===== src/core/cswd_pkg.sv =====
// package: register map, field layout and timing constants of the wake decoder
package cswd_pkg;
   //--------------------------------------------------
   // register byte offsets
   //--------------------------------------------------
   localparam logic [7:0] A_CTRL = 8'h00;
   localparam logic [7:0] A_OSCH = 8'h04;
   localparam logic [7:0] A_OSCL = 8'h08;
   localparam logic [7:0] A_TRIM = 8'h0C;
   localparam logic [7:0] A_OPT = 8'h10;
   localparam logic [7:0] A_FLT = 8'h14;
   localparam logic [7:0] A_BQ = 8'h18;
   localparam logic [7:0] A_SPP = 8'h1C;
   localparam logic [7:0] A_UL = 8'h20;
   localparam logic [7:0] A_LL = 8'h24;
   localparam logic [7:0] A_STAT = 8'h28;
   //--------------------------------------------------
   // control and status field positions
   //--------------------------------------------------
   localparam int F_MEAS = 0;
   localparam int F_TRIM = 1;
   localparam int F_FDEN = 3;
   localparam int F_DIS = 4;
   localparam int F_CDR = 5;
   localparam int F_SEL = 6;
   localparam int S_WAKE = 0;
   localparam int S_FRM = 1;
   localparam int S_SYS = 2;
   localparam int S_ERROR_COUNT_FIELD = 3;
   localparam int S_BLEN = 16;
   //--------------------------------------------------
   // reset values
   //--------------------------------------------------
   localparam logic [7:0] CTRL_RST = 8'h00;
   localparam logic [7:0] TRIM_RST = 8'h80;
   localparam logic [7:0] OPT_RST = 8'h00;
   localparam logic [7:0] FLT_RST = 8'h04;
   localparam logic [7:0] BQ_RST = 8'h28;
   localparam logic [5:0] SPP_RST = 6'h33;
   localparam logic [7:0] UL_RST = 8'h30;
   localparam logic [7:0] LL_RST = 8'h20;
   //--------------------------------------------------
   // protocol and timing constants
   //--------------------------------------------------
   localparam logic [1:0] TRIM_ON = 2'h3;
   localparam logic [3:0] IDLE_LAST = 4'h6;
   localparam logic [6:0] HDR_LAST = 7'h0D;
   localparam logic [6:0] RTR_POS = 7'h0C;
   localparam logic [6:0] DLC_LAST = 7'h03;
   localparam logic [6:0] CRC_LAST = 7'h0E;
   localparam logic [2:0] STUFF_RUN = 3'h5;
   localparam logic [5:0] ERROR_COUNT_FIELD_OVF = 6'h20;
   localparam logic [14:0] CRC_POLY = 15'h4599;
   localparam int CLK_HZ = 20000000;
   localparam int SILENCE_MS = 900;
   localparam int SILENCE_CYC = (CLK_HZ / 1000) * SILENCE_MS;
   //--------------------------------------------------
   // decoder states
   //--------------------------------------------------
   typedef enum logic [2:0] {
      ST_WAIT, ST_READY, ST_HDR, ST_EDL, ST_DLC, ST_DATA, ST_CRC, ST_DELIM
   } cswd_state_t;
endpackage


===== src/core/cswd_top.sv =====
// selective-wake frame decoder: oscillator measure, fd tolerance, error count, clock recovery
// Function
// - count transmit-input pulse, readable in count registers
// - tolerant mode skips fd frame high-rate part
// - no stuff, crc, form checks on fd
// - fd frames wake only through error counter overflow, with tolerant off
// - ready again after fd frame end-of-frame
// - edl bit one means fd, zero classic
// - programmable filter sets minimum dominant data bit
// - tolerant off: count up errors, down good
// - tolerant on, disable off: down on all good
// - tolerant and disable set: counter held zero
// - silence timeout clears counter disable bit
// - recovery measures bits and adjusts bit length
// - limit reached: drop estimate, reload programmed timing
// - new start accepted after recessive idle bits
// - filter rejects short glitches at 2 mbit
// - filter rejects short glitches at 5 mbit
// - wake signalled within 100 microseconds
// - wake sets flag and reports wake details
//
// The Wishbone slave port and the placing of the registers are this design's own decisions.
`timescale 1ns/1ps
module cswd_top #(
   parameter int SILENCE_CYC = cswd_pkg::SILENCE_CYC
) (
   input wire logic clock, // 20 mhz system clock
   input wire logic reset, // synchronous, active high
   input wire logic wb_cyc_i, // bus cycle
   input wire logic wb_stb_i, // strobe
   input wire logic wb_we_i, // write enable
   input wire logic [7:0] wb_adr_i, // byte address
   input wire logic [3:0] wb_sel_i, // byte enables
   input wire logic [31:0] wb_dat_i, // write data
   output logic [31:0] wb_dat_o, // read data
   output logic wb_ack_o, // acknowledge
   input wire logic can_rx_pin, // bus receive level, low dominant
   input wire logic can_transmit_input, // calibration pulse pin, low active
   input wire logic frame_match, // id and data matcher verdict
   output logic wake_event, // one-cycle wake pulse
   output logic [7:0] osc_trim_out, // oscillator trim value
   output logic [7:0] option_out // wake option control value
);
   //--------------------------------------------------
   // pin synchronisers
   //--------------------------------------------------
   logic rx_meta_reg, rx_reg, rx_prev_reg;
   logic tx_meta_reg, tx_reg, tx_prev_reg;
   logic fall, edge_seen;

   // two flops per pin, third stage for edges
   always_ff @(posedge clock) begin
      if (reset) begin
         rx_meta_reg <= 1'b1;
         rx_reg <= 1'b1;
         rx_prev_reg <= 1'b1;
         tx_meta_reg <= 1'b1;
         tx_reg <= 1'b1;
         tx_prev_reg <= 1'b1;
      end else begin
         rx_meta_reg <= can_rx_pin;
         rx_reg <= rx_meta_reg;
         rx_prev_reg <= rx_reg;
         tx_meta_reg <= can_transmit_input;
         tx_reg <= tx_meta_reg;
         tx_prev_reg <= tx_reg;
      end
   end

   assign fall = rx_prev_reg & ~rx_reg;
   assign edge_seen = rx_prev_reg ^ rx_reg;

   //--------------------------------------------------
   // declarations
   //--------------------------------------------------
   logic [7:0] ctrl_reg, ctrl_next, trim_reg, trim_next, opt_reg, opt_next;
   logic [7:0] flt_reg, flt_next, bq_reg, bq_next, ul_reg, ul_next, ll_reg, ll_next;
   logic [5:0] spp_reg, spp_next;
   logic ack_reg, ack_next, wake_reg, wake_next, frm_reg, frm_next;
   logic sys_reg, sys_next, wev_reg, wev_next;
   logic [31:0] dat_reg, dat_next, rdata;
   logic [15:0] ocnt_reg, ocnt_next, olat_reg, olat_next;
   cswd_pkg::cswd_state_t st_reg, st_next;
   logic [9:0] cyc_reg, cyc_next, ecyc_reg, ecyc_next, bitc, spt;
   logic [6:0] cnt_reg, cnt_next, dlim;
   logic [2:0] run_reg, run_next;
   logic last_reg, last_next, stp_reg, stp_next, rtr_reg, rtr_next;
   logic fd_reg, fd_next, fdp_reg, fdp_next;
   logic [14:0] crc_reg, crc_next;
   logic [3:0] dlc_reg, dlc_next, dlcn, idle_reg, idle_next;
   logic [7:0] dom_reg, dom_next, blen_reg, blen_next, thr, q;
   logic [5:0] error_count_field_reg, error_count_field_next;
   logic [24:0] sil_reg, sil_next;
   logic [15:0] prod;
   logic [8:0] hi, d, nb;
   logic infrm, samp, good, bad, fddone, ovf, sil_exp, wake_set, wr, trim_ok, b;

   //--------------------------------------------------
   // oscillator pulse measurement
   //--------------------------------------------------
   // count cycles while the pin is low, latch at the rising edge
   always_comb begin
      ocnt_next = ocnt_reg;
      olat_next = olat_reg;
      if (ctrl_reg[cswd_pkg::F_MEAS]) begin
         if (tx_prev_reg & ~tx_reg) begin
            ocnt_next = 16'h0001;
         end else if (~tx_reg && ocnt_reg != 16'hFFFF) begin
            ocnt_next = ocnt_reg + 16'h0001;
         end
         if (~tx_prev_reg & tx_reg) begin
            olat_next = ocnt_reg;
         end
      end
   end

   always_ff @(posedge clock) begin
      if (reset) begin
         ocnt_reg <= 16'h0000;
         olat_reg <= 16'h0000;
      end else begin
         ocnt_reg <= ocnt_next;
         olat_reg <= olat_next;
      end
   end

   //--------------------------------------------------
   // frame decoder, recovery, error counter
   //--------------------------------------------------
   // bit length, sample point and decode sequence
   always_comb begin
      st_next = st_reg;
      cyc_next = cyc_reg + 10'h001;
      cnt_next = cnt_reg;
      run_next = run_reg;
      last_next = last_reg;
      stp_next = stp_reg;
      rtr_next = rtr_reg;
      fd_next = fd_reg;
      fdp_next = fdp_reg;
      crc_next = crc_reg;
      dlc_next = dlc_reg;
      idle_next = idle_reg;
      dom_next = 8'h00;
      error_count_field_next = error_count_field_reg;
      blen_next = blen_reg;
      ecyc_next = (ecyc_reg == 10'h3FF) ? ecyc_reg : ecyc_reg + 10'h001;
      sil_next = sil_reg;
      good = 1'b0;
      bad = 1'b0;
      fddone = 1'b0;
      ovf = 1'b0;
      sil_exp = 1'b0;
      b = rx_reg;
      bitc = {2'b00, blen_reg} << ctrl_reg[cswd_pkg::F_SEL +: 2];
      prod = {6'h00, bitc} * {10'h000, spp_reg};
      spt = prod[15:6];
      infrm = (st_reg != cswd_pkg::ST_WAIT) && (st_reg != cswd_pkg::ST_READY);
      samp = infrm && !fall && (cyc_reg == spt);
      thr = fd_reg ? flt_reg : 8'h01;
      dlcn = {dlc_reg[2:0], b};
      dlim = dlc_reg[3] ? 7'h3F : {1'b0, dlc_reg[2:0], 3'b000} - 7'h01;
      q = 8'(ecyc_reg >> ctrl_reg[cswd_pkg::F_SEL +: 2]);
      hi = {1'b0, blen_reg} + {2'b00, blen_reg[7:1]};
      d = {1'b0, q} - {1'b0, blen_reg};
      nb = {1'b0, blen_reg} + {{2{d[8]}}, d[8:2]};
      // bus silence watchdog
      if (!rx_reg) begin
         sil_next = 25'h0000000;
      end else if (sil_reg != 25'(SILENCE_CYC)) begin
         sil_next = sil_reg + 25'h0000001;
         sil_exp = (sil_reg == 25'(SILENCE_CYC - 1));
      end
      // clock recovery on single-bit edge intervals
      if (!ctrl_reg[cswd_pkg::F_CDR]) begin
         blen_next = bq_reg;
      end
      if (edge_seen) begin
         ecyc_next = 10'h001; // start at one so q is the whole interval
         if (ctrl_reg[cswd_pkg::F_CDR] && infrm &&
             q > (blen_reg - {1'b0, blen_reg[7:1]}) && {1'b0, q} < hi) begin
            if (nb[8] || nb[7:0] >= ul_reg || nb[7:0] <= ll_reg) begin
               blen_next = bq_reg;
            end else begin
               blen_next = nb[7:0];
            end
         end
      end
      if (infrm && (fall || cyc_reg == bitc - 10'h001)) begin
         cyc_next = 10'h000;
      end
      unique case (st_reg)
         cswd_pkg::ST_WAIT: begin
            if (!rx_reg) begin
               dom_next = (dom_reg == 8'hFF) ? dom_reg : dom_reg + 8'h01;
               if ({1'b0, dom_reg} + 9'h001 >= {1'b0, thr}) begin
                  idle_next = 4'h0;
                  cyc_next = 10'h000;
               end
            end else if (cyc_reg >= bitc - 10'h001) begin
               cyc_next = 10'h000;
               idle_next = idle_reg + 4'h1;
               if (idle_reg == cswd_pkg::IDLE_LAST) begin
                  st_next = cswd_pkg::ST_READY;
                  fddone = fdp_reg;
                  fd_next = 1'b0;
                  fdp_next = 1'b0;
               end
            end
         end
         cswd_pkg::ST_READY: begin
            cyc_next = 10'h000;
            if (fall) begin
               st_next = cswd_pkg::ST_HDR;
               cnt_next = 7'h00;
               run_next = 3'h0;
               last_next = 1'b1;
               stp_next = 1'b0;
               crc_next = 15'h0000;
            end
         end
         default: begin
            if (samp && stp_reg) begin
               stp_next = 1'b0;
               last_next = b;
               run_next = 3'h1;
               bad = (b == last_reg);
            end else if (samp) begin
               cnt_next = cnt_reg + 7'h01;
               last_next = b;
               run_next = (b == last_reg) ? run_reg + 3'h1 : 3'h1;
               if (st_reg != cswd_pkg::ST_DELIM) begin
                  stp_next = (run_next == cswd_pkg::STUFF_RUN);
                  crc_next = {crc_reg[13:0], 1'b0} ^
                             ((b ^ crc_reg[14]) ? cswd_pkg::CRC_POLY : 15'h0000);
               end
               unique case (st_reg)
                  cswd_pkg::ST_HDR: begin
                     if (cnt_reg == cswd_pkg::RTR_POS) begin
                        rtr_next = b;
                     end
                     if (cnt_reg == cswd_pkg::HDR_LAST) begin
                        st_next = b ? cswd_pkg::ST_WAIT : cswd_pkg::ST_EDL;
                        cnt_next = 7'h00;
                     end
                  end
                  cswd_pkg::ST_EDL: begin
                     cnt_next = 7'h00;
                     if (!b) begin
                        st_next = cswd_pkg::ST_DLC;
                     end else if (ctrl_reg[cswd_pkg::F_FDEN]) begin
                        st_next = cswd_pkg::ST_WAIT;
                        fd_next = 1'b1;
                        fdp_next = 1'b1;
                     end else begin
                        bad = 1'b1;
                     end
                  end
                  cswd_pkg::ST_DLC: begin
                     dlc_next = dlcn;
                     if (cnt_reg == cswd_pkg::DLC_LAST) begin
                        cnt_next = 7'h00;
                        st_next = (rtr_reg || dlcn == 4'h0) ?
                                  cswd_pkg::ST_CRC : cswd_pkg::ST_DATA;
                     end
                  end
                  cswd_pkg::ST_DATA: begin
                     if (cnt_reg == dlim) begin
                        cnt_next = 7'h00;
                        st_next = cswd_pkg::ST_CRC;
                     end
                  end
                  cswd_pkg::ST_CRC: begin
                     if (cnt_reg == cswd_pkg::CRC_LAST) begin
                        st_next = cswd_pkg::ST_DELIM;
                     end
                  end
                  default: begin
                     good = b && (crc_reg == 15'h0000);
                     bad = !good;
                     st_next = cswd_pkg::ST_WAIT;
                  end
               endcase
            end
            if (bad) begin
               st_next = cswd_pkg::ST_WAIT;
               stp_next = 1'b0;
            end
            if (st_next == cswd_pkg::ST_WAIT) begin
               idle_next = 4'h0;
            end
         end
      endcase
      // error counter under tolerant and disable settings
      if (ctrl_reg[cswd_pkg::F_FDEN] && ctrl_reg[cswd_pkg::F_DIS]) begin
         error_count_field_next = 6'h00;
      end else if (bad && error_count_field_reg != cswd_pkg::ERROR_COUNT_FIELD_OVF) begin
         error_count_field_next = error_count_field_reg + 6'h01;
         ovf = (error_count_field_next == cswd_pkg::ERROR_COUNT_FIELD_OVF);
      end else if ((good || fddone) && error_count_field_reg != 6'h00) begin
         error_count_field_next = error_count_field_reg - 6'h01;
      end
   end

   always_ff @(posedge clock) begin
      if (reset) begin
         st_reg <= cswd_pkg::ST_WAIT;
         cyc_reg <= 10'h000;
         cnt_reg <= 7'h00;
         run_reg <= 3'h0;
         last_reg <= 1'b1;
         stp_reg <= 1'b0;
         rtr_reg <= 1'b0;
         fd_reg <= 1'b0;
         fdp_reg <= 1'b0;
         crc_reg <= 15'h0000;
         dlc_reg <= 4'h0;
         idle_reg <= 4'h0;
         dom_reg <= 8'h00;
         error_count_field_reg <= 6'h00;
         blen_reg <= cswd_pkg::BQ_RST;
         ecyc_reg <= 10'h000;
         sil_reg <= 25'h0000000;
      end else begin
         st_reg <= st_next;
         cyc_reg <= cyc_next;
         cnt_reg <= cnt_next;
         run_reg <= run_next;
         last_reg <= last_next;
         stp_reg <= stp_next;
         rtr_reg <= rtr_next;
         fd_reg <= fd_next;
         fdp_reg <= fdp_next;
         crc_reg <= crc_next;
         dlc_reg <= dlc_next;
         idle_reg <= idle_next;
         dom_reg <= dom_next;
         error_count_field_reg <= error_count_field_next;
         blen_reg <= blen_next;
         ecyc_reg <= ecyc_next;
         sil_reg <= sil_next;
      end
   end

   //--------------------------------------------------
   // wishbone register file
   //--------------------------------------------------
   assign wake_set = (good && frame_match) || ovf;
   assign wr = wb_cyc_i & wb_stb_i & wb_we_i & ack_reg & wb_sel_i[0];
   assign trim_ok = ctrl_reg[cswd_pkg::F_MEAS] &&
                    ctrl_reg[cswd_pkg::F_TRIM +: 2] == cswd_pkg::TRIM_ON;

   // read mux
   always_comb begin
      rdata = 32'h00000000;
      unique case (wb_adr_i)
         cswd_pkg::A_CTRL: rdata[7:0] = ctrl_reg;
         cswd_pkg::A_OSCH: rdata[7:0] = olat_reg[15:8];
         cswd_pkg::A_OSCL: rdata[7:0] = olat_reg[7:0];
         cswd_pkg::A_TRIM: rdata[7:0] = trim_reg;
         cswd_pkg::A_OPT: rdata[7:0] = opt_reg;
         cswd_pkg::A_FLT: rdata[7:0] = flt_reg;
         cswd_pkg::A_BQ: rdata[7:0] = bq_reg;
         cswd_pkg::A_SPP: rdata[5:0] = spp_reg;
         cswd_pkg::A_UL: rdata[7:0] = ul_reg;
         cswd_pkg::A_LL: rdata[7:0] = ll_reg;
         cswd_pkg::A_STAT: begin
            rdata[cswd_pkg::S_WAKE] = wake_reg;
            rdata[cswd_pkg::S_FRM] = frm_reg;
            rdata[cswd_pkg::S_SYS] = sys_reg;
            rdata[cswd_pkg::S_ERROR_COUNT_FIELD +: 6] = error_count_field_reg;
            rdata[cswd_pkg::S_BLEN +: 8] = blen_reg;
         end
         default: rdata = 32'h00000000;
      endcase
   end

   // writes land on the edge that sees ack; status bits clear on write one
   always_comb begin
      ack_next = wb_cyc_i & wb_stb_i & ~ack_reg;
      dat_next = ack_next ? rdata : 32'h00000000;
      ctrl_next = ctrl_reg;
      trim_next = trim_reg;
      opt_next = opt_reg;
      flt_next = flt_reg;
      bq_next = bq_reg;
      spp_next = spp_reg;
      ul_next = ul_reg;
      ll_next = ll_reg;
      if (wr) begin
         unique case (wb_adr_i)
            cswd_pkg::A_CTRL: ctrl_next = wb_dat_i[7:0];
            cswd_pkg::A_TRIM: trim_next = trim_ok ? wb_dat_i[7:0] : trim_reg;
            cswd_pkg::A_OPT: opt_next = trim_ok ? wb_dat_i[7:0] : opt_reg;
            cswd_pkg::A_FLT: flt_next = wb_dat_i[7:0];
            cswd_pkg::A_BQ: bq_next = wb_dat_i[7:0];
            cswd_pkg::A_SPP: spp_next = wb_dat_i[5:0];
            cswd_pkg::A_UL: ul_next = wb_dat_i[7:0];
            cswd_pkg::A_LL: ll_next = wb_dat_i[7:0];
            default: ctrl_next = ctrl_reg;
         endcase
      end
      if (sil_exp) begin
         ctrl_next[cswd_pkg::F_DIS] = 1'b0;
      end
      wake_next = wr_clr(wake_reg, cswd_pkg::S_WAKE, wake_set);
      frm_next = wr_clr(frm_reg, cswd_pkg::S_FRM, good && frame_match);
      sys_next = wr_clr(sys_reg, cswd_pkg::S_SYS, ovf);
      wev_next = wake_set;
   end

   // sticky flag: set wins over a write-one clear
   function automatic logic wr_clr(input logic cur, input int pos, input logic set);
      return set | (cur & ~(wr && wb_adr_i == cswd_pkg::A_STAT && wb_dat_i[pos]));
   endfunction

   always_ff @(posedge clock) begin
      if (reset) begin
         ack_reg <= 1'b0;
         dat_reg <= 32'h00000000;
         ctrl_reg <= cswd_pkg::CTRL_RST;
         trim_reg <= cswd_pkg::TRIM_RST;
         opt_reg <= cswd_pkg::OPT_RST;
         flt_reg <= cswd_pkg::FLT_RST;
         bq_reg <= cswd_pkg::BQ_RST;
         spp_reg <= cswd_pkg::SPP_RST;
         ul_reg <= cswd_pkg::UL_RST;
         ll_reg <= cswd_pkg::LL_RST;
         wake_reg <= 1'b0;
         frm_reg <= 1'b0;
         sys_reg <= 1'b0;
         wev_reg <= 1'b0;
      end else begin
         ack_reg <= ack_next;
         dat_reg <= dat_next;
         ctrl_reg <= ctrl_next;
         trim_reg <= trim_next;
         opt_reg <= opt_next;
         flt_reg <= flt_next;
         bq_reg <= bq_next;
         spp_reg <= spp_next;
         ul_reg <= ul_next;
         ll_reg <= ll_next;
         wake_reg <= wake_next;
         frm_reg <= frm_next;
         sys_reg <= sys_next;
         wev_reg <= wev_next;
      end
   end

   assign wb_ack_o = ack_reg;
   assign wb_dat_o = dat_reg;
   assign wake_event = wev_reg;
   assign osc_trim_out = trim_reg;
   assign option_out = opt_reg;
endmodule // cswd_top


===== config.mk =====
export PLATFORM = sky130hd
export DESIGN_NAME = cswd_top
export DESIGN_NICKNAME = d
export VERILOG_FILES = /design/src/core/cswd_pkg.sv /design/src/core/cswd_top.sv
export SDC_FILE = /design/constraint.sdc
export NUM_CORES = 1
export LEC_CHECK = 0
export ABC_CLOCK_PERIOD_IN_PS = 16600
export BUFFER_PORTS_ARGS = -buffer_cell sky130_fd_sc_hd__clkbuf_2
export CORE_MARGIN = 4
export CORE_UTILIZATION = 43
export DETAILED_ROUTE_END_ITERATION = 8
export GPL_TIMING_DRIVEN = 0
export PLACE_DENSITY_LB_ADDON = 0.15
export SLEW_MARGIN = 20
export SYNTH_ARGS = -nofsm -noshare
export SYNTH_HDL_FRONTEND = slang
export SYNTH_SLANG_ARGS = --single-unit

===== constraint.sdc =====
create_clock -name clock -period 16.6 [get_ports clock]
set_clock_uncertainty 0.15 [all_clocks]
set_input_delay 0.83 -clock clock [delete_from_list [all_inputs] [get_ports clock]]
set_output_delay 0.83 -clock clock [all_outputs]
set_load 0.01 [all_outputs]

-- Yosys cells after proc, flatten, opt, wreduce, memory -nomap -nowiden
Cells that the tools add are included.
- bits in registers: 244
- input bits: 52
- output and inout port bits: 50
- word-level logic and storage cells: 317
- add/sub/neg operators: 17
- multiply operators: 1
- order comparisons: 6
- equal/unequal tests: 46
- shifts and indexed selects: 2
- muxes and demuxes: 99
- bitwise logic cells: 30
- reductions and logical operators: 74
- operators with widths (operator ; count):
    2-to-1 mux 15 bit ; 5
    case mux 6 bit (11 select lines) ; 1
    2-to-1 mux 3 bit ; 18
    2-to-1 mux 7 bit ; 7
    2-to-1 mux 10 bit ; 4
    2-to-1 mux 8 bit ; 5
    2-to-1 mux 1 bit ; 36
    == test 8 x 5 -> 1 bit (second input constant) ; 4
    2-to-1 mux 16 bit ; 2
    case mux 15 bit (2 select lines) ; 1
    case mux 7 bit (4 select lines) ; 1
    adder 25 x 1 -> 25 bit (second input constant) ; 1
    == test 25 bit (second input constant) ; 1
    inequality test 25 bit (second input constant) ; 1
    == test 8 x 6 -> 1 bit (second input constant) ; 3
    == test 7 x 4 -> 1 bit (second input constant) ; 3
    adder 10 x 1 -> 10 bit (second input constant) ; 2
    == test 10 bit ; 2
    case mux 10 bit (2 select lines) ; 1
    case mux 2 bit (10 select lines) ; 1
    AND reduction 4 bit ; 5
    logical AND 1 bit ; 19
    adder 16 x 1 -> 16 bit (second input constant) ; 1
    == test 8 x 4 -> 1 bit (second input constant) ; 2
    other kinds (72) ; 149

-- Logic depth before layout (Yosys ltp)
Gate-level depths: netlist of the first run.
- word-level depth: 14
- mapped depth: 25
- depth with buffers taken out: 22

-- Least setup slack after synthesis of the first run
No wires, ideal clock.
- path kind: reg-to-reg
- from: register ctrl_reg[6]
- to: register crc_reg[14]
- library setup time: 0.132 ns
- arrival: 6.149 ns
- data required time: 16.318 ns
- slack: 10.169 ns
- stages on the path, launching flop included: 22
- path buffers: 4
- period minus slack after synthesis: 6.431 ns
- cells stage by stage: dfxtp_1 -> buf_2 -> buf_1 -> nand2_1 -> a31oi_1 -> nand2_1 -> fa_1 -> fa_1 -> fa_1 -> inv_1 -> ha_1 -> clkbuf_1 -> a21o_1 -> a211o_1 -> a2111o_1 -> nand4b_1 -> nor4b_1 -> or4b_2 -> buf_2 -> nor4_2 -> mux2i_1 -> a21oi_1
- longest elaborated chain between the ends: 7
- elaborated cells on any way between the ends: 8
- classes of those cells: 1 x mul; 2 x eq/ne; 1 x shift; 4 x reduce/logical
- RTL lines (what ; RTL line ; text):
    from (decl) ; cswd_top.sv:76 ; logic [7:0] ctrl_reg, ctrl_next, trim_reg, trim_next, opt_reg, opt_next;
    from (signal assigned) ; cswd_top.sv:421 ; ctrl_reg <= cswd_pkg::CTRL_RST;
    from (signal assigned) ; cswd_top.sv:436 ; ctrl_reg <= ctrl_next;
    << shifter 8 x 2 -> 10 bit (*) ; cswd_top.sv:155 ; bitc = {2'b00, blen_reg} << ctrl_reg[cswd_pkg::F_SEL +: 2];
    multiplier 10 x 6 -> 16 bit (*) ; cswd_top.sv:156 ; prod = {6'h00, bitc} * {10'h000, spp_reg};
    == test 10 bit (*) ; cswd_top.sv:159 ; samp = infrm && !fall && (cyc_reg == spt);
    logical AND 1 bit (*) ; cswd_top.sv:159 ;
    logical AND 1 bit ; cswd_top.sv:223 ; if (samp && stp_reg) begin
    inequality test 2 x 1 -> 1 bit (no source line) ; -- ;
    AND reduction 5 bit (no source line) (*) ; -- ;
    to (signal assigned) ; cswd_top.sv:334 ; crc_reg <= crc_next;
    to (decl) ; cswd_top.sv:89 ; logic [14:0] crc_reg, crc_next;
Mark *: on every way between the ends. The rest lies on a longest branch, timed or not.
A chain may end at the register's enable or synchronous reset.

-- Final worst setup path of the first run
- from: register ctrl_reg[6]
- to: register crc_reg[0]
Same word-level chain as after synthesis.

==> flow_summary.json, run 1 <==
{
  "outcome": "finished, final reports clean",
  "largest_reg_flops": 25,
  "crit_arrival_ps": 7900,
  "grt_overflow": 0,
  "crit_top_cell": "fa_1",
  "synthCells": 1912,
  "yosys-top-cells-count": "nand2_1, dfxtp_1, nor2_1",
  "numCtsBuffers": 28,
  "synth_top_cell_area_share": 0.294,
  "drtPass1Iterations": 9,
  "die_height_um": 198,
  "cts_hold_buf": 0,
  "worstSetupPathType": "flip-flop to flip-flop",
  "place.gp.congestion": 0.933,
  "layout-drive-gt1-share": 0.0877,
  "syn-cell-area_um2": 15600,
  "power.density_nw_per_um2": 71.4,
  "fmax_mhz": 132,
  "grt_pass1_vias": 13800,
  "fin_tns_setup_ps": 0,
  "timing.hold.ws_ps": 263,
  "vias_per_cell": 5.77,
  "synth-async-reset-ratio": 0,
  "wl_per_cell_um": 18.8,
  "synth_area_leaders": "dfxtp_1, ha_1, nand2_1, fa_1, a21oi_1",
  "drc": 0,
  "period_share": 0.456,
  "clock-sinks": 229,
  "coreArea_um2": 35700,
  "clk_pin_slew_worst_paths_ps": 60,
  "worstMarginPinSlew_ps": 1200,
  "ys_seq_area_frac": 0.294,
  "vias": 14400,
  "fin_nets": 2218,
  "post-route-cell-area_um2": 17500,
  "setup_viol": 0,
  "slew_violations": 0,
  "syn_area_per_cell_um2": 8.15,
  "route.met3.wl_mm": 3.21,
  "postCtsSetupRepairBufs": 0,
  "antenna_found_initial": 1,
  "relSlewSlack": 0.191,
  "synth-seq-cells": 229,
  "cts_max_level": 1,
  "worstSkewPairLatency_ps": 600,
  "path_max_fanout": 10,
  "cts_tree": "done",
  "hpwl_mm": 35.5,
  "ys_warn_count": 0,
  "die_w_um": 198,
  "placed_cell_area_um2": 16500,
  "grt_start_max_net_pins": 17,
  "grt_setup_unrepaired": "no",
  "grt_pass1_wl_mm": 74.3,
  "syn2layout_area_growth_pct": 12.1,
  "max_stage_delay_ps": 660,
  "n_antenna_cell": 0,
  "critPathCaptureType": "flip-flop",
  "path_cells": "buf_2 -> buf_1 -> o21ai_0 -> nor2_1 -> a21oi_1 -> nand2_1 -> fa_1 -> fa_1 -> fa_1 -> inv_1 -> ha_1 -> clkbuf_1 -> a21oi_1 -> o21ai_0 -> o21bai_1 -> o2111ai_1 -> nand3_4 -> nand4b_1 -> nand2b_1 -> o21ai_1 -> buf_2 -> mux2i_1",
  "wl_met1_mm": 21.0,
  "io_buffers": 53,
  "root_buffer": "clkbuf_16",
  "p_leak_nw": 6.75,
  "synth_ff_type": "dfxtp_1",
  "clk_path_buf_depth": 3,
  "cap_violations": 0,
  "min_period_ps": 7570,
  "fillerInstances": 3581,
  "ys_types": 88,
  "grt_use_total": 0.234,
  "hold_violations": 0,
  "topRoutingLayerUsed": "met4",
  "drtIter0Drc": 1168,
  "cp_slowest_cell": "o21ai_0",
  "start_util": 0.437,
  "fp-row-count": 69,
  "yosys.cell_count.top_type": "nand2_1",
  "pre_cts_slack_ps": 9130,
  "cp.required_ps": 16930,
  "synth_edf_count": 0,
  "min_path_type": "flip-flop to flip-flop",
  "post_cts_resized": 0,
  "dr_wl_met2_mm": 20.9,
  "drtAntennaViolNets": 0,
  "critPathLaunchType": "flip-flop",
  "synth_top_cell_by_area": "dfxtp_1",
  "finalWorstSetupSlack_ps": 9030,
  "vdd_ir_drop_max_v": 0.0000892,
  "die_area_um2": 39400,
  "ios": 102,
  "drt_wl_total_mm": 46.9
}
## path summary, 6_finish.rpt
| path | startpoint | end | slack [ps] | depth (start not counted) |
|---|---|---|---|---|
| worst min-delay path | tx_meta_reg | tx_reg | 260 | 1 |
| worst min register to register | tx_meta_reg | tx_reg | 260 | 1 |
| worst max-delay path | ctrl_reg[6] | crc_reg[0] | 9030 | 22 |
| worst max register to register | ctrl_reg[6] | crc_reg[0] | 9030 | 22 |
## cells in the final DEF, fill, tap and decap left out, types with 22 or more instances in the layout
| cell | instances |
|---|---|
| and3_1 | 34 |
| o21a_1 | 26 |
| xor2_1 | 46 |
| clkbuf_2 | 53 |
| xnor2_1 | 58 |
| nand2_1 | 247 |
| nand4_1 | 37 |
| inv_1 | 105 |
| nor3_1 | 44 |
| nand3_1 | 99 |
| mux2i_1 | 44 |
| ha_1 | 121 |
| clkbuf_1 | 77 |
| clkbuf_16 | 28 |
| dfxtp_1 | 229 |
| nand2b_1 | 22 |
| fa_1 | 35 |
| a21oi_1 | 129 |
| nor2_1 | 166 |
| o21ai_0 | 50 |
## where the power goes
group | switching [mW] | internal, mW | total [mW]
Sequential | 0.00368 | 0.552 | 0.556
Clock | 0.256 | 0.379 | 0.634
Combinational | 0.0392 | 0.0182 | 0.0575
Total | 0.298 | 0.949 | 1.25
## layer usage
layer  vias to the layer above  global-route usage
met1                      6794               0.320
li1                       6970                   -
met3                       119              0.0467
met2                       494               0.372
met4                         0              0.0768
met5                         -                   0
## kinds of logic (layout without fill, tap and decap cells)
| family | count (synthesis) | count (layout) | share of synthesized area |
|---|---|---|---|
| AO/OA/AOI/OAI | 377 | 377 | 0.163 |
| XOR/XNOR | 104 | 104 | 0.0584 |
| adder cells (fa/ha/maj) | 156 | 156 | 0.142 |
| buffers and inverters | 210 | 313 | 0.0549 |
| flip-flops | 229 | 229 | 0.294 |
| multiplexers | 53 | 53 | 0.0391 |
| other | 1 | 15 | 0.000241 |
| AND/OR/NAND/NOR | 782 | 782 | 0.248 |
## cell type report
type	count	area, um^2	area share
flip-flops and latches	229	4580	0.262
inverters	109	409	0.0234
plain buffers	101	447	0.0256
clock buffers	36	781	0.0447
clock inverters	13	176	0.0101
multi-input cells	1487	10200	0.585
repair buffers	54	277	0.0158
well taps	461	577	0.0330
## critical path: cells and delay by family, from the launching register on
| family | cells | cell delay [ps] |
|---|---|---|
| AOI/OAI and AO/OA | 7 | 2640 |
| adders and majority gates | 4 | 1830 |
| and+or+nand+nor | 5 | 1350 |
| buffers and inverters | 5 | 1020 |
| DFF | 1 | 290 |
| muxes | 1 | 210 |
## per-stage QoR
| stage | total power, mW | util | cells |
|---|---|---|---|
| 4_1_cts | 1.26 | 0.490 | 2490 |
| 3_3_place_gp | 0.624 | 0.462 | 2440 |
| 6_report | 1.25 | 0.490 | 2490 |
| 5_1_grt | 1.29 | 0.490 | 2490 |
| 2_1_floorplan | 0.602 | - | 1926 |
| 3_5_place_dp | 0.625 | 0.463 | 2441 |
Note: power is estimated with default switching activity, not from simulation.
==> run 2: changes to the inputs <==
ABC_AREA = 1   (was default)
ABC_CLOCK_PERIOD_IN_PS = 7500   (was 16600)
clock period = 7.5 ns   (was 16.6 ns; I/O delays follow)
==> run 2 against run 1 <==
Effect of this change: via count grew 3.0%; largest cell class unchanged; clock-buffer cell count grew 1; maximum frequency grew 17%.
==> flow_summary.json, run 2 <==
{
  "vdd_ir_drop_max_v": 0.000162,
  "worstSetupPathType": "flip-flop to flip-flop",
  "yosys.cell_count.top_type": "nand2_1",
  "yosys-top-cells-count": "nand2_1, inv_1, dfxtp_1, nor2_1, a21oi_1",
  "hold_depth": 3,
  "most-common-layout-cells": "nand2_1, inv_1, nor2_1, dfxtp_1, a21oi_1",
  "reg2reg_depth": 28,
  "min_path_type": "input pin to flip-flop",
  "path_max_fanout": 10,
  "ios": 102,
  "wl_per_cell_um": 16.2,
  "finalNonFillerCells": 2769,
  "hpwl_mm": 34.7,
  "grt_setup_unrepaired": "no",
  "start_util": 0.436,
  "cp.required_ps": 7850,
  "critPathLaunchType": "flip-flop",
  "clk_pin_slew_worst_paths_ps": 60,
  "place.gp.congestion": 0.901,
  "p_leak_nw": 7.70,
  "vias": 14800,
  "setup_viol": 0,
  "cts_max_level": 1,
  "grt_util_met1": 0.301,
  "drc": 0,
  "critPathCaptureType": "flip-flop",
  "grt_use_total": 0.225,
  "worstMarginPinSlew_ps": 1150,
  "postCtsSetupRepairBufs": 0,
  "synth_top_cell_by_area": "dfxtp_1",
  "top_usage_layer": "met2",
  "cts_tree": "done",
  "relSlewSlack": 0.231,
  "drtIter0Drc": 1133,
  "vias_per_cell": 5.35,
  "drtPass1Iterations": 5,
  "ys_seq_area_frac": 0.296,
  "die_area_um2": 39200,
  "slew_violations": 0,
  "synth_ff_type": "dfxtp_1",
  "root_buffer": "clkbuf_16",
  "synth-seq-cells": 229,
  "fin_tns_setup_ps": 0,
  "min_period_ps": 6460,
  "ys_types": 60,
  "hold_violations": 0,
  "fillerInstances": 3682,
  "numCtsBuffers": 28,
  "drt_wl_total_mm": 44.7,
  "fmax_mhz": 155,
  "worstSkewPairLatency_ps": 590,
  "ys_warn_count": 0,
  "synthCells": 2177,
  "grtUsageMet2": 0.379,
  "syn-cell-area_um2": 15500,
  "synth_top_cell_area_share": 0.296,
  "die_height_um": 198,
  "n_antenna_cell": 0,
  "cap_violations": 0,
  "synth_area_leaders": "dfxtp_1, ha_1, nand2_1, inv_1, a21oi_1",
  "io_buffers": 57,
  "crit_arrival_ps": 6800,
  "layout_commonest_cell": "nand2_1",
  "grt_pass1_wl_mm": 72.7,
  "clk_path_buf_depth": 3,
  "dp.cells": 2709,
  "syn2layout_area_growth_pct": 13.2,
  "drtAntennaViolNets": 0,
  "synth-async-reset-ratio": 0,
  "synth_edf_count": 0,
  "antenna_found_initial": 0,
  "p_total_mw": 2.85,
  "fp-row-count": 69,
  "post_cts_resized": 0,
  "coreArea_um2": 35600,
  "grt_pass1_vias": 14400,
  "outcome": "finished, final reports clean",
  "clock-sinks": 229,
  "cp_slowest_cell": "fa_1",
  "regArea_um2": 4580,
  "gr-usage-met3": 0.0289,
  "crit_top_cell": "nand2_1",
  "multi_input_area_um2": 9380,
  "fin_nets": 2494,
  "grt_overflow": 0,
  "largest_reg_flops": 25,
  "grt_start_max_net_pins": 16,
  "syn_area_per_cell_um2": 7.12,
  "max_stage_delay_ps": 490,
  "period_share": 0.861,
  "layout-drive-gt1-share": 0.0793,
  "power.density_nw_per_um2": 163,
  "die_w_um": 198
}
==> run 2: changes by cell type after synthesis, sizes merged, moves of 35 or more <==
cell    delta
mux2i     -44
o21ai    +127
xnor2     -41
inv      +224
a21oi     +63
nand2    +114
clkbuf    -35
nor2      +71
==> run 2: worst paths after layout <==
check	startpoint	to	slack, ps
setup / recovery	ctrl_reg[6]	wake_event	1040
hold / removal	frame_match	frm_reg	40
setup reg to reg	ctrl_reg[6]	wake_event	1040
hold reg to reg	rx_meta_reg	b	260
==> run 2: worst max-delay path, delay by kind of cell (launching register included) <==
kind            cells  cell delay (ps)
fa+ha+maj           4             1810
simple gates       14             1680
buf+inv             5             1170
compound gates      5             1160
flops               1              390
==> run 2: final cells by class <==
class	count	share of cell area
Timing Repair Buffer	65	0.0208
Buffer	67	0.0188
Clock inverter	15	0.0136
Multi-Input combinational cell	1559	0.535
Clock buffer	37	0.0459
Sequential cell	229	0.261
Tap cell	461	0.0329
Inverter	336	0.0721
==> run 2: what timing repair did <==
action | in CTS | in global routing
endpoints found under the setup margin | 0 | 0
hold buffers | 8 | 0
hold endpoints to repair | 8 | 0
==> run 2: logic make-up (layout without fill, tap and decap cells) <==
logic type	after synthesis	count (layout)	synth area share
buffers and inverters	403	520	0.103
DFF	229	229	0.296
AOI/OAI and AO/OA	490	490	0.182
and+or+nand+nor	823	823	0.234
xor gates and xnor gates	75	75	0.0424
adders and majority gates	156	156	0.143
other	1	15	0.000242
==> run 2: per-stage QoR <==
step	hold WS (ps)	worst slack, ps	utilization	area, um^2
floorplan	239	2250	-	15600
global placement	243	1200	0.462	16400
detailed placement	248	1130	0.462	16400
CTS	34.6	1080	0.493	17500
global route	53.7	474	0.493	17500
finish	36.9	1040	0.493	17500
==> run 2: report_power, final <==
group	leakage, nW	switching [mW]	internal (mW)
clock	0.509	0.568	0.930
combinational	5.34	0.0856	0.0413
sequential	1.85	0.00661	1.22
total	7.70	0.660	2.19
==> run 2: routing by layer <==
layer  vias up  share of wire
met5         -              0
met3        90          0.054
li1       7406              -
met4         0          0.033
met2       412           0.46
met1      6894           0.45
